==> config.mk <==
export PLATFORM = sky130hd
export DESIGN_NAME = pce_encoder
export DESIGN_NICKNAME = d
export VERILOG_FILES = /design/src/pce_pkg.sv /design/src/pce_encoder.sv
export SDC_FILE = /design/constraint.sdc
export NUM_CORES = 1
export LEC_CHECK = 0
export BUFFER_PORTS_ARGS = -buffer_cell sky130_fd_sc_hd__buf_2
export CORE_ASPECT_RATIO = 0.75
export CORE_UTILIZATION = 45
export DETAILED_ROUTE_END_ITERATION = 12
export HOLD_SLACK_MARGIN = 0.12
export PLACE_DENSITY = 0.69
export SLEW_MARGIN = 25
export SYNTH_ARGS = -nofsm -noshare
export SYNTH_HDL_FRONTEND = slang
export SYNTH_SLANG_ARGS = --single-unit
==> constraint.sdc <==
create_clock -name I_CORE_CLK -period 2.99 [get_ports I_CORE_CLK]
set_input_delay 0.299 -clock I_CORE_CLK [delete_from_list [all_inputs] [get_ports I_CORE_CLK]]
set_output_delay 0.299 -clock I_CORE_CLK [all_outputs]
set_load 0.01 [all_outputs]
==> src/pce_pkg.sv <==
// Constants shared by the punctured convolutional encoder
package pce_pkg;

	// ==========================================================
	// Mother code
	// ==========================================================
	localparam int          MEM_STAGES = 6;
	localparam int          BRANCHES   = 4;
	// Taps over {a_i, a_i-1, ..., a_i-6}, octal 133, 171, 145, 133
	localparam logic [6:0]  GEN_POLY [BRANCHES] = '{7'h5B, 7'h79, 7'h65, 7'h5B};

	// ==========================================================
	// Puncturing
	// ==========================================================
	localparam int          BLOCK_BITS = 128;
	localparam int          SUB_BITS   = 32;
	localparam logic [4:0]  INDEX_MIN  = 5'h01;
	localparam logic [4:0]  INDEX_MAX  = 5'h18;
	// Element 0 of each vector sits in bit 31
	localparam logic [31:0] PUNCT_VEC [24] = '{
		32'hC8888888, 32'hC888C888, 32'hC8C8C888, 32'hC8C8C8C8,
		32'hCCC8C8C8, 32'hCCC8CCC8, 32'hCCCCCCC8, 32'hCCCCCCCC,
		32'hECCCCCCC, 32'hECCCECCC, 32'hECECECCC, 32'hECECECEC,
		32'hEEECECEC, 32'hEEECEEEC, 32'hEEEEEEEC, 32'hEEEEEEEE,
		32'hFEEEEEEE, 32'hFEEEFEEE, 32'hFEFEFEEE, 32'hFEFEFEFE,
		32'hFFFEFEFE, 32'hFFFEFFFE, 32'hFFFFFFFE, 32'hFFFFFFFF};
	// Tail vector 1100 repeated six times: keep phases 0 and 1
	localparam logic [1:0]  TAIL_KEEP_PHASES = 2'h2;
	localparam logic [2:0]  TAIL_STEPS       = 3'h6;

	// ==========================================================
	// Fast information channel, mode one
	// ==========================================================
	localparam logic [13:0] FAST_LEN     = 14'h0300;
	localparam logic [8:0]  FAST_BLOCKS1 = 9'h015;
	localparam logic [8:0]  FAST_BLOCKS2 = 9'h003;
	localparam logic [4:0]  FAST_INDEX1  = 5'h10;
	localparam logic [4:0]  FAST_INDEX2  = 5'h0F;

	// ==========================================================
	// Frame sequencer
	// ==========================================================
	typedef enum logic [1:0] {
		ST_IDLE = 2'h0,
		ST_DATA = 2'h1,
		ST_TAIL = 2'h3,
		ST_PAD  = 2'h2
	} pce_state_e;

endpackage
==> src/pce_encoder.sv <==
// Punctured convolutional channel encoder, bit-serial
// ==========================================================
// What this block does
// [RULE1] Each incoming frame is coded on its own, from a fresh start.
// [RULE2] Constraint length 7 mother code, six memory stages, four bits per input.
// [RULE3] Branch generators are octal 133, 171, 145, 133 as parity sums.
// [RULE4] The shift register is all zero before the first bit of a frame.
// [RULE5] Six zero steps follow the frame bits, returning the register to zero.
// [RULE6] Each step sends branches zero to three in order.
// [RULE7] Frame-bit part of the codeword is cut into 128-bit blocks.
// [RULE8] Each block is four 32-bit sub-blocks sharing one puncture index.
// [RULE9] Sub-block bit k is dropped when vector element k is zero.
// [RULE10] Index 1..24 keeps 8 plus index bits per sub-block.
// [RULE11] The 24 fixed puncture vectors are held as constants.
// [RULE12] The 24 tail bits are punctured by 1100 repeated, keeping 12.
// [RULE13] Blocks go out in order, then the 12 tail bits.
// [RULE14] Zero padding bits follow the codeword when configured.
// [RULE15] Fast channel mode: 768 bits, 21 blocks index 16, 3 blocks index 15.
// [RULE16] Four block groups with their own counts and indices form a profile.
// [RULE17] Input by valid/ready with start marker; output valid and last.
// [RULE18] Configuration is stable and supplied before each frame starts.
module pce_encoder #(
	parameter int LEN_W = 14,
	parameter int BLK_W = 9,
	parameter int PAD_W = 8
) (
	// Clock and reset
	input  wire logic             I_CORE_CLK,
	input  wire logic             I_RSTN,
	// Frame bits from the scrambler
	input  wire logic             I_FRAME_BIT,
	input  wire logic             I_FRAME_VALID,
	input  wire logic             I_FRAME_SOF,
	output logic                  O_FRAME_READY,
	// Protection profile, sampled with the start marker
	input  wire logic             I_FAST_MODE,
	input  wire logic [LEN_W-1:0] I_FRAME_LEN,
	input  wire logic [BLK_W-1:0] I_BLOCKS_G1,
	input  wire logic [BLK_W-1:0] I_BLOCKS_G2,
	input  wire logic [BLK_W-1:0] I_BLOCKS_G3,
	input  wire logic [BLK_W-1:0] I_BLOCKS_G4,
	input  wire logic [4:0]       I_INDEX_G1,
	input  wire logic [4:0]       I_INDEX_G2,
	input  wire logic [4:0]       I_INDEX_G3,
	input  wire logic [4:0]       I_INDEX_G4,
	input  wire logic [PAD_W-1:0] I_PAD_BITS,
	// Coded bits to the interleaver
	output logic                  O_CODE_BIT,
	output logic                  O_CODE_VALID,
	output logic                  O_CODE_LAST,
	output logic                  O_BUSY
);

	// ==========================================================
	// Declarations
	// ==========================================================
	pce_pkg::pce_state_e state_ff;
	pce_pkg::pce_state_e nxt_state;
	logic [1:0]       phase_ff;
	logic [1:0]       nxt_phase;
	logic [5:0]       sr_ff;
	logic             cur_bit_ff;
	logic [LEN_W-1:0] bit_cnt_ff;
	logic [LEN_W-1:0] len_ff;
	logic [BLK_W-1:0] blocks_ff [4];
	logic [4:0]       index_ff [4];
	logic [PAD_W-1:0] pad_ff;
	logic [PAD_W-1:0] pad_cnt_ff;
	logic [1:0]       grp_ff;
	logic [BLK_W-1:0] blk_in_grp_ff;
	logic [6:0]       pos_ff;
	logic [2:0]       tail_step_ff;
	logic             ready_ff;
	logic             code_bit_ff;
	logic             code_valid_ff;
	logic             code_last_ff;
	logic             busy_ff;
	logic [BLK_W-1:0] cfg_blocks [4];
	logic [4:0]       cfg_index [4];
	logic [3:0]       cfg_nz;
	logic [3:0]       run_nz;
	logic             accept;
	logic             go;
	logic             bit_now;
	logic [6:0]       win;
	logic             branch_bit;
	logic [4:0]       cur_index;
	logic [31:0]      cur_vec;
	logic             keep;
	logic             blk_end;
	logic             tail_end;

	// First group at or after 'from' that holds blocks; the last otherwise
	function automatic logic [1:0] pick_grp(input logic [3:0] nz,
		input logic [2:0] from);
		logic [1:0] g;
		g = 2'h3;
		for (int j = 3; j >= 0; j--) begin
			if (nz[j] && (3'(j) >= from)) begin
				g = 2'(j);
			end
		end
		return g;
	endfunction

	// ==========================================================
	// Configuration select
	// ==========================================================
	always_comb begin
		if (I_FAST_MODE) begin // RULE15
			cfg_blocks = '{BLK_W'(pce_pkg::FAST_BLOCKS1),
				BLK_W'(pce_pkg::FAST_BLOCKS2), '0, '0};
			cfg_index  = '{pce_pkg::FAST_INDEX1, pce_pkg::FAST_INDEX2,
				pce_pkg::INDEX_MAX, pce_pkg::INDEX_MAX};
		end else begin // RULE16
			cfg_blocks = '{I_BLOCKS_G1, I_BLOCKS_G2, I_BLOCKS_G3, I_BLOCKS_G4};
			cfg_index  = '{I_INDEX_G1, I_INDEX_G2, I_INDEX_G3, I_INDEX_G4};
		end
		for (int j = 0; j < 4; j++) begin
			cfg_nz[j] = (cfg_blocks[j] != '0);
			run_nz[j] = (blocks_ff[j] != '0);
		end
	end

	always_ff @(posedge I_CORE_CLK) begin
		if (!I_RSTN) begin
			len_ff <= '0;
			pad_ff <= '0;
			for (int j = 0; j < 4; j++) begin
				blocks_ff[j] <= '0;
				index_ff[j]  <= pce_pkg::INDEX_MAX;
			end
		end else if (state_ff == pce_pkg::ST_IDLE && accept) begin // RULE18
			len_ff    <= I_FAST_MODE ? LEN_W'(pce_pkg::FAST_LEN) : I_FRAME_LEN;
			pad_ff    <= I_FAST_MODE ? '0 : I_PAD_BITS;
			blocks_ff <= cfg_blocks;
			index_ff  <= cfg_index;
		end
	end

	// ==========================================================
	// Step control
	// ==========================================================
	// A bit without the start marker is taken and dropped while idle
	assign accept = ready_ff && I_FRAME_VALID &&
		(state_ff != pce_pkg::ST_IDLE || I_FRAME_SOF); // RULE17
	assign go = (state_ff == pce_pkg::ST_IDLE && accept) ||
		(state_ff == pce_pkg::ST_DATA && (phase_ff != 2'h0 || accept)) ||
		(state_ff == pce_pkg::ST_TAIL);
	assign tail_end = state_ff == pce_pkg::ST_TAIL && phase_ff == 2'h3 &&
		tail_step_ff == pce_pkg::TAIL_STEPS - 3'h1;

	always_comb begin
		nxt_state = state_ff;
		nxt_phase = go ? phase_ff + 2'h1 : phase_ff;
		unique case (state_ff)
			pce_pkg::ST_IDLE: if (accept) nxt_state = pce_pkg::ST_DATA;
			pce_pkg::ST_DATA: begin
				if (phase_ff == 2'h3 && bit_cnt_ff == len_ff) begin // RULE5
					nxt_state = pce_pkg::ST_TAIL;
				end
			end
			pce_pkg::ST_TAIL: begin
				if (tail_end) begin // RULE14
					nxt_state = (pad_ff != '0) ? pce_pkg::ST_PAD :
						pce_pkg::ST_IDLE;
				end
			end
			pce_pkg::ST_PAD: begin
				if (pad_cnt_ff == PAD_W'(1)) nxt_state = pce_pkg::ST_IDLE;
			end
		endcase
	end

	always_ff @(posedge I_CORE_CLK) begin
		if (!I_RSTN) begin
			state_ff <= pce_pkg::ST_IDLE;
			phase_ff <= 2'h0;
			ready_ff <= 1'b0;
			busy_ff  <= 1'b0;
		end else begin
			state_ff <= nxt_state;
			phase_ff <= nxt_phase;
			ready_ff <= nxt_state == pce_pkg::ST_IDLE ||
				(nxt_state == pce_pkg::ST_DATA && nxt_phase == 2'h0);
			busy_ff  <= nxt_state != pce_pkg::ST_IDLE;
		end
	end

	always_ff @(posedge I_CORE_CLK) begin
		if (!I_RSTN) begin
			bit_cnt_ff   <= '0;
			tail_step_ff <= 3'h0;
			pad_cnt_ff   <= '0;
		end else begin
			if (state_ff == pce_pkg::ST_IDLE) begin
				bit_cnt_ff <= LEN_W'(accept);
			end else if (accept) begin
				bit_cnt_ff <= bit_cnt_ff + LEN_W'(1);
			end
			if (state_ff != pce_pkg::ST_TAIL) begin
				tail_step_ff <= 3'h0;
			end else if (phase_ff == 2'h3) begin
				tail_step_ff <= tail_step_ff + 3'h1;
			end
			if (state_ff == pce_pkg::ST_PAD) begin
				pad_cnt_ff <= pad_cnt_ff - PAD_W'(1);
			end else begin
				pad_cnt_ff <= pad_ff;
			end
		end
	end

	// ==========================================================
	// Mother encoder
	// ==========================================================
	assign bit_now = (state_ff == pce_pkg::ST_TAIL) ? 1'b0 : // RULE5
		(phase_ff == 2'h0 ? I_FRAME_BIT : cur_bit_ff);
	assign win        = {bit_now, sr_ff};
	assign branch_bit = ^(win & pce_pkg::GEN_POLY[phase_ff]); // RULE3 RULE6

	always_ff @(posedge I_CORE_CLK) begin
		if (!I_RSTN) begin
			sr_ff      <= 6'h00;
			cur_bit_ff <= 1'b0;
		end else begin
			if (accept) cur_bit_ff <= I_FRAME_BIT;
			if (state_ff == pce_pkg::ST_IDLE) begin
				sr_ff <= 6'h00; // RULE4 RULE1
			end else if (go && phase_ff == 2'h3) begin
				sr_ff <= {bit_now, sr_ff[5:1]}; // RULE2
			end
		end
	end

	// ==========================================================
	// Puncturing
	// ==========================================================
	// Out-of-range indices are treated as keep-all
	assign cur_index = (index_ff[grp_ff] < pce_pkg::INDEX_MIN ||
		index_ff[grp_ff] > pce_pkg::INDEX_MAX) ? pce_pkg::INDEX_MAX :
		index_ff[grp_ff];
	assign cur_vec = pce_pkg::PUNCT_VEC[cur_index - 5'h01]; // RULE11 RULE10
	assign blk_end = state_ff == pce_pkg::ST_DATA && go && pos_ff == 7'h7F;

	always_comb begin
		unique case (state_ff)
			// Element 0 of every vector is one
			pce_pkg::ST_IDLE: keep = 1'b1;
			pce_pkg::ST_DATA: keep = cur_vec[5'h1F - pos_ff[4:0]]; // RULE9
			pce_pkg::ST_TAIL: keep = phase_ff < pce_pkg::TAIL_KEEP_PHASES; // RULE12
			pce_pkg::ST_PAD:  keep = 1'b1;
		endcase
	end

	always_ff @(posedge I_CORE_CLK) begin
		if (!I_RSTN) begin
			pos_ff        <= 7'h00;
			grp_ff        <= 2'h0;
			blk_in_grp_ff <= '0;
		end else if (state_ff == pce_pkg::ST_IDLE) begin
			pos_ff        <= {6'h00, accept};
			grp_ff        <= pick_grp(cfg_nz, 3'h0);
			blk_in_grp_ff <= '0;
		end else if (go && state_ff == pce_pkg::ST_DATA) begin
			pos_ff <= pos_ff + 7'h01; // RULE7 RULE8
			if (blk_end) begin
				if (blk_in_grp_ff + BLK_W'(1) >= blocks_ff[grp_ff]) begin
					grp_ff        <= pick_grp(run_nz, 3'(grp_ff) + 3'h1); // RULE16
					blk_in_grp_ff <= '0;
				end else begin
					blk_in_grp_ff <= blk_in_grp_ff + BLK_W'(1);
				end
			end
		end
	end

	// ==========================================================
	// Output
	// ==========================================================
	always_ff @(posedge I_CORE_CLK) begin
		if (!I_RSTN) begin
			code_bit_ff   <= 1'b0;
			code_valid_ff <= 1'b0;
			code_last_ff  <= 1'b0;
		end else begin
			code_valid_ff <= (go && keep) || state_ff == pce_pkg::ST_PAD; // RULE13
			code_bit_ff   <= (state_ff == pce_pkg::ST_PAD) ? 1'b0 : branch_bit; // RULE14
			code_last_ff  <= (state_ff == pce_pkg::ST_PAD &&
				pad_cnt_ff == PAD_W'(1)) || (state_ff == pce_pkg::ST_TAIL &&
				pad_ff == '0 && phase_ff == 2'h1 &&
				tail_step_ff == pce_pkg::TAIL_STEPS - 3'h1); // RULE17
		end
	end

	assign O_FRAME_READY = ready_ff;
	assign O_CODE_BIT    = code_bit_ff;
	assign O_CODE_VALID  = code_valid_ff;
	assign O_CODE_LAST   = code_last_ff;
	assign O_BUSY        = busy_ff;

	// ==========================================================
	// Assertions
	// ==========================================================
	logic [7:0] kept_cnt_ff;

	// The first bit is taken while idle and belongs to block zero
	always_ff @(posedge I_CORE_CLK) begin
		if (!I_RSTN || blk_end) begin
			kept_cnt_ff <= 8'h00;
		end else if (state_ff == pce_pkg::ST_IDLE) begin
			kept_cnt_ff <= {7'h00, accept};
		end else if (state_ff == pce_pkg::ST_DATA && go && keep) begin
			kept_cnt_ff <= kept_cnt_ff + 8'h01;
		end
	end

	property p_block_keep;
		@(posedge I_CORE_CLK) disable iff (!I_RSTN)
		blk_end |-> (kept_cnt_ff + 8'(keep)) == 8'(4 * (8 + int'(cur_index)));
	endproperty
	a_block_keep: assert property (p_block_keep) else $error("block keep count wrong"); // RULE10

	property p_first_bit;
		@(posedge I_CORE_CLK) disable iff (!I_RSTN)
		(state_ff == pce_pkg::ST_IDLE && accept) |=>
			O_CODE_VALID && O_CODE_BIT == $past(I_FRAME_BIT);
	endproperty
	a_first_bit: assert property (p_first_bit) else $error("first branch bit wrong"); // RULE3

	property p_idle_clear;
		@(posedge I_CORE_CLK) disable iff (!I_RSTN)
		state_ff == pce_pkg::ST_IDLE |-> sr_ff == 6'h00;
	endproperty
	a_idle_clear: assert property (p_idle_clear) else $error("register not zero at start"); // RULE4

	property p_tail_zero;
		@(posedge I_CORE_CLK) disable iff (!I_RSTN)
		tail_end |=> sr_ff == 6'h00 && state_ff != pce_pkg::ST_TAIL;
	endproperty
	a_tail_zero: assert property (p_tail_zero) else $error("tail did not flush"); // RULE5

	property p_four_phases;
		@(posedge I_CORE_CLK) disable iff (!I_RSTN)
		(state_ff == pce_pkg::ST_DATA && accept) |=>
			phase_ff == 2'h1 ##1 phase_ff == 2'h2 ##1 phase_ff == 2'h3;
	endproperty
	a_four_phases: assert property (p_four_phases) else $error("branch order broken"); // RULE6

	property p_tail_keep;
		@(posedge I_CORE_CLK) disable iff (!I_RSTN)
		state_ff == pce_pkg::ST_TAIL |=> O_CODE_VALID == ($past(phase_ff) < 2'h2);
	endproperty
	a_tail_keep: assert property (p_tail_keep) else $error("tail puncture wrong"); // RULE12

	property p_pad_zero;
		@(posedge I_CORE_CLK) disable iff (!I_RSTN)
		state_ff == pce_pkg::ST_PAD |=> O_CODE_VALID && !O_CODE_BIT;
	endproperty
	a_pad_zero: assert property (p_pad_zero) else $error("padding bit not zero"); // RULE14

	property p_stall;
		@(posedge I_CORE_CLK) disable iff (!I_RSTN)
		(state_ff == pce_pkg::ST_DATA && phase_ff == 2'h0 && !I_FRAME_VALID)
			|=> !O_CODE_VALID && O_FRAME_READY;
	endproperty
	a_stall: assert property (p_stall) else $error("output without input"); // RULE17

	property p_fast_cfg;
		@(posedge I_CORE_CLK) disable iff (!I_RSTN)
		(state_ff == pce_pkg::ST_IDLE && accept && I_FAST_MODE) |=>
			len_ff == pce_pkg::FAST_LEN && pad_ff == '0 && grp_ff == 2'h0;
	endproperty
	a_fast_cfg: assert property (p_fast_cfg) else $error("fast channel profile wrong"); // RULE15

	property p_last_end;
		@(posedge I_CORE_CLK) disable iff (!I_RSTN)
		O_CODE_LAST |-> O_CODE_VALID ##1 !O_CODE_LAST;
	endproperty
	a_last_end: assert property (p_last_end) else $error("last marker misplaced"); // RULE13

	c_fast_frame: cover property (@(posedge I_CORE_CLK) disable iff (!I_RSTN)
		len_ff == pce_pkg::FAST_LEN && O_CODE_LAST);
	c_padded: cover property (@(posedge I_CORE_CLK) disable iff (!I_RSTN)
		state_ff == pce_pkg::ST_PAD ##1 O_CODE_LAST);
	c_group_step: cover property (@(posedge I_CORE_CLK) disable iff (!I_RSTN)
		blk_end ##1 grp_ff == 2'h1);
	c_stall: cover property (@(posedge I_CORE_CLK) disable iff (!I_RSTN)
		state_ff == pce_pkg::ST_DATA && O_FRAME_READY && !I_FRAME_VALID);

endmodule // pce_encoder

==> flow_metrics.env <==
export IMPL_status="completed"
export IMPL_crit_arrival_ps=3150
export IMPL_dr_pass1_iters=5
export IMPL_top_level_ports=89
export IMPL_critPathLaunchType="flip-flop"
export IMPL_rrSetupSlack_ps=160
export IMPL_holdPathEnd="index_ff[13]"
export IMPL_drive_above_1_share_pct=18.6
export IMPL_syn_area_per_cell_um2=8.52
export IMPL_crit_path_end_kind="flip-flop"
export IMPL_place_congestion=0.835
export IMPL_wire_per_inst_um=15.4
export IMPL_synth_seq_cells=137
export IMPL_fin_skew_ps=11.5
export IMPL_grt_pass1_wl_um=27200
export IMPL_drt_iter0_drc=357
export IMPL_path_clk_slew_ps=60
export IMPL_hold_depth=3
export IMPL_hold_slack_ps=145
export IMPL_fin_util_pct=55.3
export IMPL_ant_nets=0
export IMPL_die_y_um=109
export IMPL_cp_required_ps=3300
export IMPL_synth_top_cell_area_share_pct=39.8
export IMPL_synthTopCellsByArea="dfxtp_1 40%, nand3b_1 6.9%, a21oi_1 5.8%"
export IMPL_synth_edf_count=0
export IMPL_numCtsBuffers=17
export IMPL_grt_max_degree=82
export IMPL_via_count=5939
export IMPL_die_area_um2=15800
export IMPL_cts_tree="done"
export IMPL_fin_crit_ps=2830
export IMPL_tightest_slew_ps=854
export IMPL_hold_buffers=0
export IMPL_maxCapViolCount=0
export IMPL_antenna_cells=0
export IMPL_detailed_place_hpwl_um=11700
export IMPL_power_frac_clock_pct=49.3
export IMPL_hold_viol=0
export IMPL_power_per_cell_area_nw_per_um2=546
export IMPL_drt_total_wl_um=16700
export IMPL_htreeDepth=4
export IMPL_p_seq_share_pct=42.8
export IMPL_async_reset_ff_share_pct=0
export IMPL_globalRoute_totalOverflow=0
export IMPL_die_w_um=145
export IMPL_cts_sinks=137
export IMPL_nets=983
export IMPL_p_comb_share_pct=7.9
export IMPL_finalSetupViolCount=0
export IMPL_row_count=38
export IMPL_core_area_um2=14700
export IMPL_antenna_found_initial=0
export IMPL_reg2reg_from="grp_ff[0]"
export IMPL_viasPerCell=5.47
export IMPL_r2r_end="grp_ff[0]"
export IMPL_start_util_pct=46.9
export IMPL_sw_frac_of_total_pct=23.4
export IMPL_ir_worst_vdd_v=0.000354
export IMPL_io_buffers=88
export IMPL_critPathMaxFanout=10
export IMPL_slew_headroom_pct=43.1
export IMPL_worst_setup_path_type="flip-flop to flip-flop"
export IMPL_drc_errors=0
export IMPL_fmax_mhz=353
export IMPL_syn_to_final_growth_pct=18.0
export IMPL_syn_num_nets=917
export IMPL_yosysWarningCount=0
export IMPL_nFillCells=1350
export IMPL_worstHoldPathType="input port to flip-flop"
export IMPL_cts_root_buf="clkbuf_16"
export IMPL_grt_pass1_vias=5373
export IMPL_ys_seq_area_share_pct=39.8
export IMPL_synthCells=808
export IMPL_maxSlewViolCount=0
export IMPL_track_usage_pct=22.3
export IMPL_leakage_nw=3.02
export IMPL_synth_top_flop_cell="dfxtp_1"
export IMPL_internal_power_mw=3.40
export IMPL_synthesis_area_um2=6890
export IMPL_p_switching_mw=1.04
export IMPL_period_share_pct=94.8
export IMPL_yosys_area_top_type="dfxtp_1"
export IMPL_clk_latency_ps=420
export IMPL_min_from="I_INDEX_G2[3]"
export IMPL_reg2regPathDepth=10
export IMPL_clockBufferDepth=2
export IMPL_synth_cell_types=54
[sequential cells by signal, summed over array words and instances, names as in the netlist, 3 cells and up]
signal / count
pos_ff: 7
tail_step_ff: 3
blocks_ff: 36
pad_ff: 8
len_ff: 14
blk_in_grp_ff: 9
sr_ff: 6
index_ff: 20
pad_cnt_ff: 8
bit_cnt_ff: 14
[cells in the final DEF, fill, tap and decap left out, types with 3 or more instances in the layout]
cell type  instances
dfxtp_1          136
nand2_1           98
buf_2             88
nor2_1            81
a21oi_1           80
nand3b_1          63
xor2_1            31
nor3_1            31
nand3_1           24
ha_1              23
inv_1             21
xnor2_1           18
clkbuf_16         17
a211oi_1          15
mux4_2            14
nor4_1            14
buf_4             11
o21ai_1            9
o21ai_0            9
nand4_1            8
a31oi_1            8
or3_1              6
mux2i_1            6
a22oi_1            5
nand2b_1           4
a21o_1             4
and3_1             3
nor2b_1            3
a211o_1            3
o21a_1             3
clkbuf_8           3
bufinv_16          3
clkinv_4           3
[layout make-up]
type	instances	area [um2]	area share [%]
repair buffers	102	574	7.07
inverters	22	82.6	1.02
clock buffers	21	470	5.79
well taps	200	250	3.08
multi-input cells	594	3860	47.5
clock inverters	10	143	1.76
flip-flops and latches	137	2740	33.8
[power by group through the flow]
| stage | clock, mW | sequential (mW) | combinational (mW) |
|---|---|---|---|
| after floorplan | 0 | 1.92 | 0.225 |
| after global placement | 0 | 1.93 | 0.341 |
| after detailed placement | 0 | 1.93 | 0.346 |
| after CTS | 2.20 | 1.89 | 0.349 |
| after global routing | 2.29 | 1.90 | 0.388 |
| final | 2.19 | 1.90 | 0.351 |
[metal layers]
metal | vias to the layer above | routed length, um | global-route usage (%)
met4 | 0 | 97 | 4.29
li1 | 2974 | - | -
met3 | 12 | 996 | 4.70
met1 | 2771 | 8700 | 34.7
met5 | - | 0 | 0
met2 | 182 | 6900 | 30.9
[through the flow]
step	std cells	power (mW)	TNS (ps)	setup slack, ps	cell area [um2]
finish	1086	4.43	0	155	8130
global route	1086	4.57	-2.86	-2.86	8130
CTS	1084	4.45	0	38.8	8080
detailed placement	1053	2.28	0	53.9	7460
global placement	1053	2.28	0	92.5	7460
floorplan	808	2.15	0	127	6890
[Yosys cell counts, drive strengths merged (5+ instances only)]
cell / number
a22oi: 5
or3: 7
a211oi: 16
inv: 22
nor3: 32
mux2i: 6
nor4: 14
nand3: 24
buf: 14
ha: 25
nand4: 9
nand2: 99
a21oi: 81
dfxtp: 137
a31oi: 8
xnor2: 18
xor2: 31
o21ai: 18
clkbuf: 41
mux4: 14
nand3b: 63
nor2: 83
[critical path, stage by stage (launching register included)]
cell,delay [ps]
dfxtp_1,360
buf_6,170
mux4_2,520
ha_1,270
nand2b_1,140
a211oi_1,230
o21bai_1,100
a41o_1,290
a21o_1,240
a21o_1,210
a211oi_1,210
[cells by family (layout without fill, tap and decap cells)]
kind of cell / Yosys count / count (layout) / share of synthesized area (%)
AO/OA/AOI/OAI: 153 / 153 / 13.8
XOR/XNOR: 49 / 49 / 6.23
adder cells (fa/ha/maj): 26 / 26 / 4.69
buffers and inverters: 77 / 155 / 4.54
flip-flops: 137 / 137 / 39.8
multiplexers: 20 / 20 / 5.45
AND/OR/NAND/NOR: 346 / 346 / 25.5
[worst max-delay path by stage]
stage | to | from | slack (ps) | depth (start not counted)
after floorplan | grp_ff[0] | grp_ff[0] | 130 | 11
after global placement | O_CODE_VALID | grp_ff[1] | 90 | 12
final | grp_ff[0] | grp_ff[0] | 160 | 10
after global routing | O_CODE_VALID | grp_ff[1] | -3 | 13
after detailed placement | O_CODE_VALID | grp_ff[1] | 50 | 12
after CTS | O_CODE_VALID | grp_ff[1] | 40 | 12
[repair_timing]
item,4_1_cts,5_1_grt
setup endpoints to repair,0,3
resized for setup,0,8
buffers inserted,0,2
No activity file was read; power rests on OpenSTA's default activity.
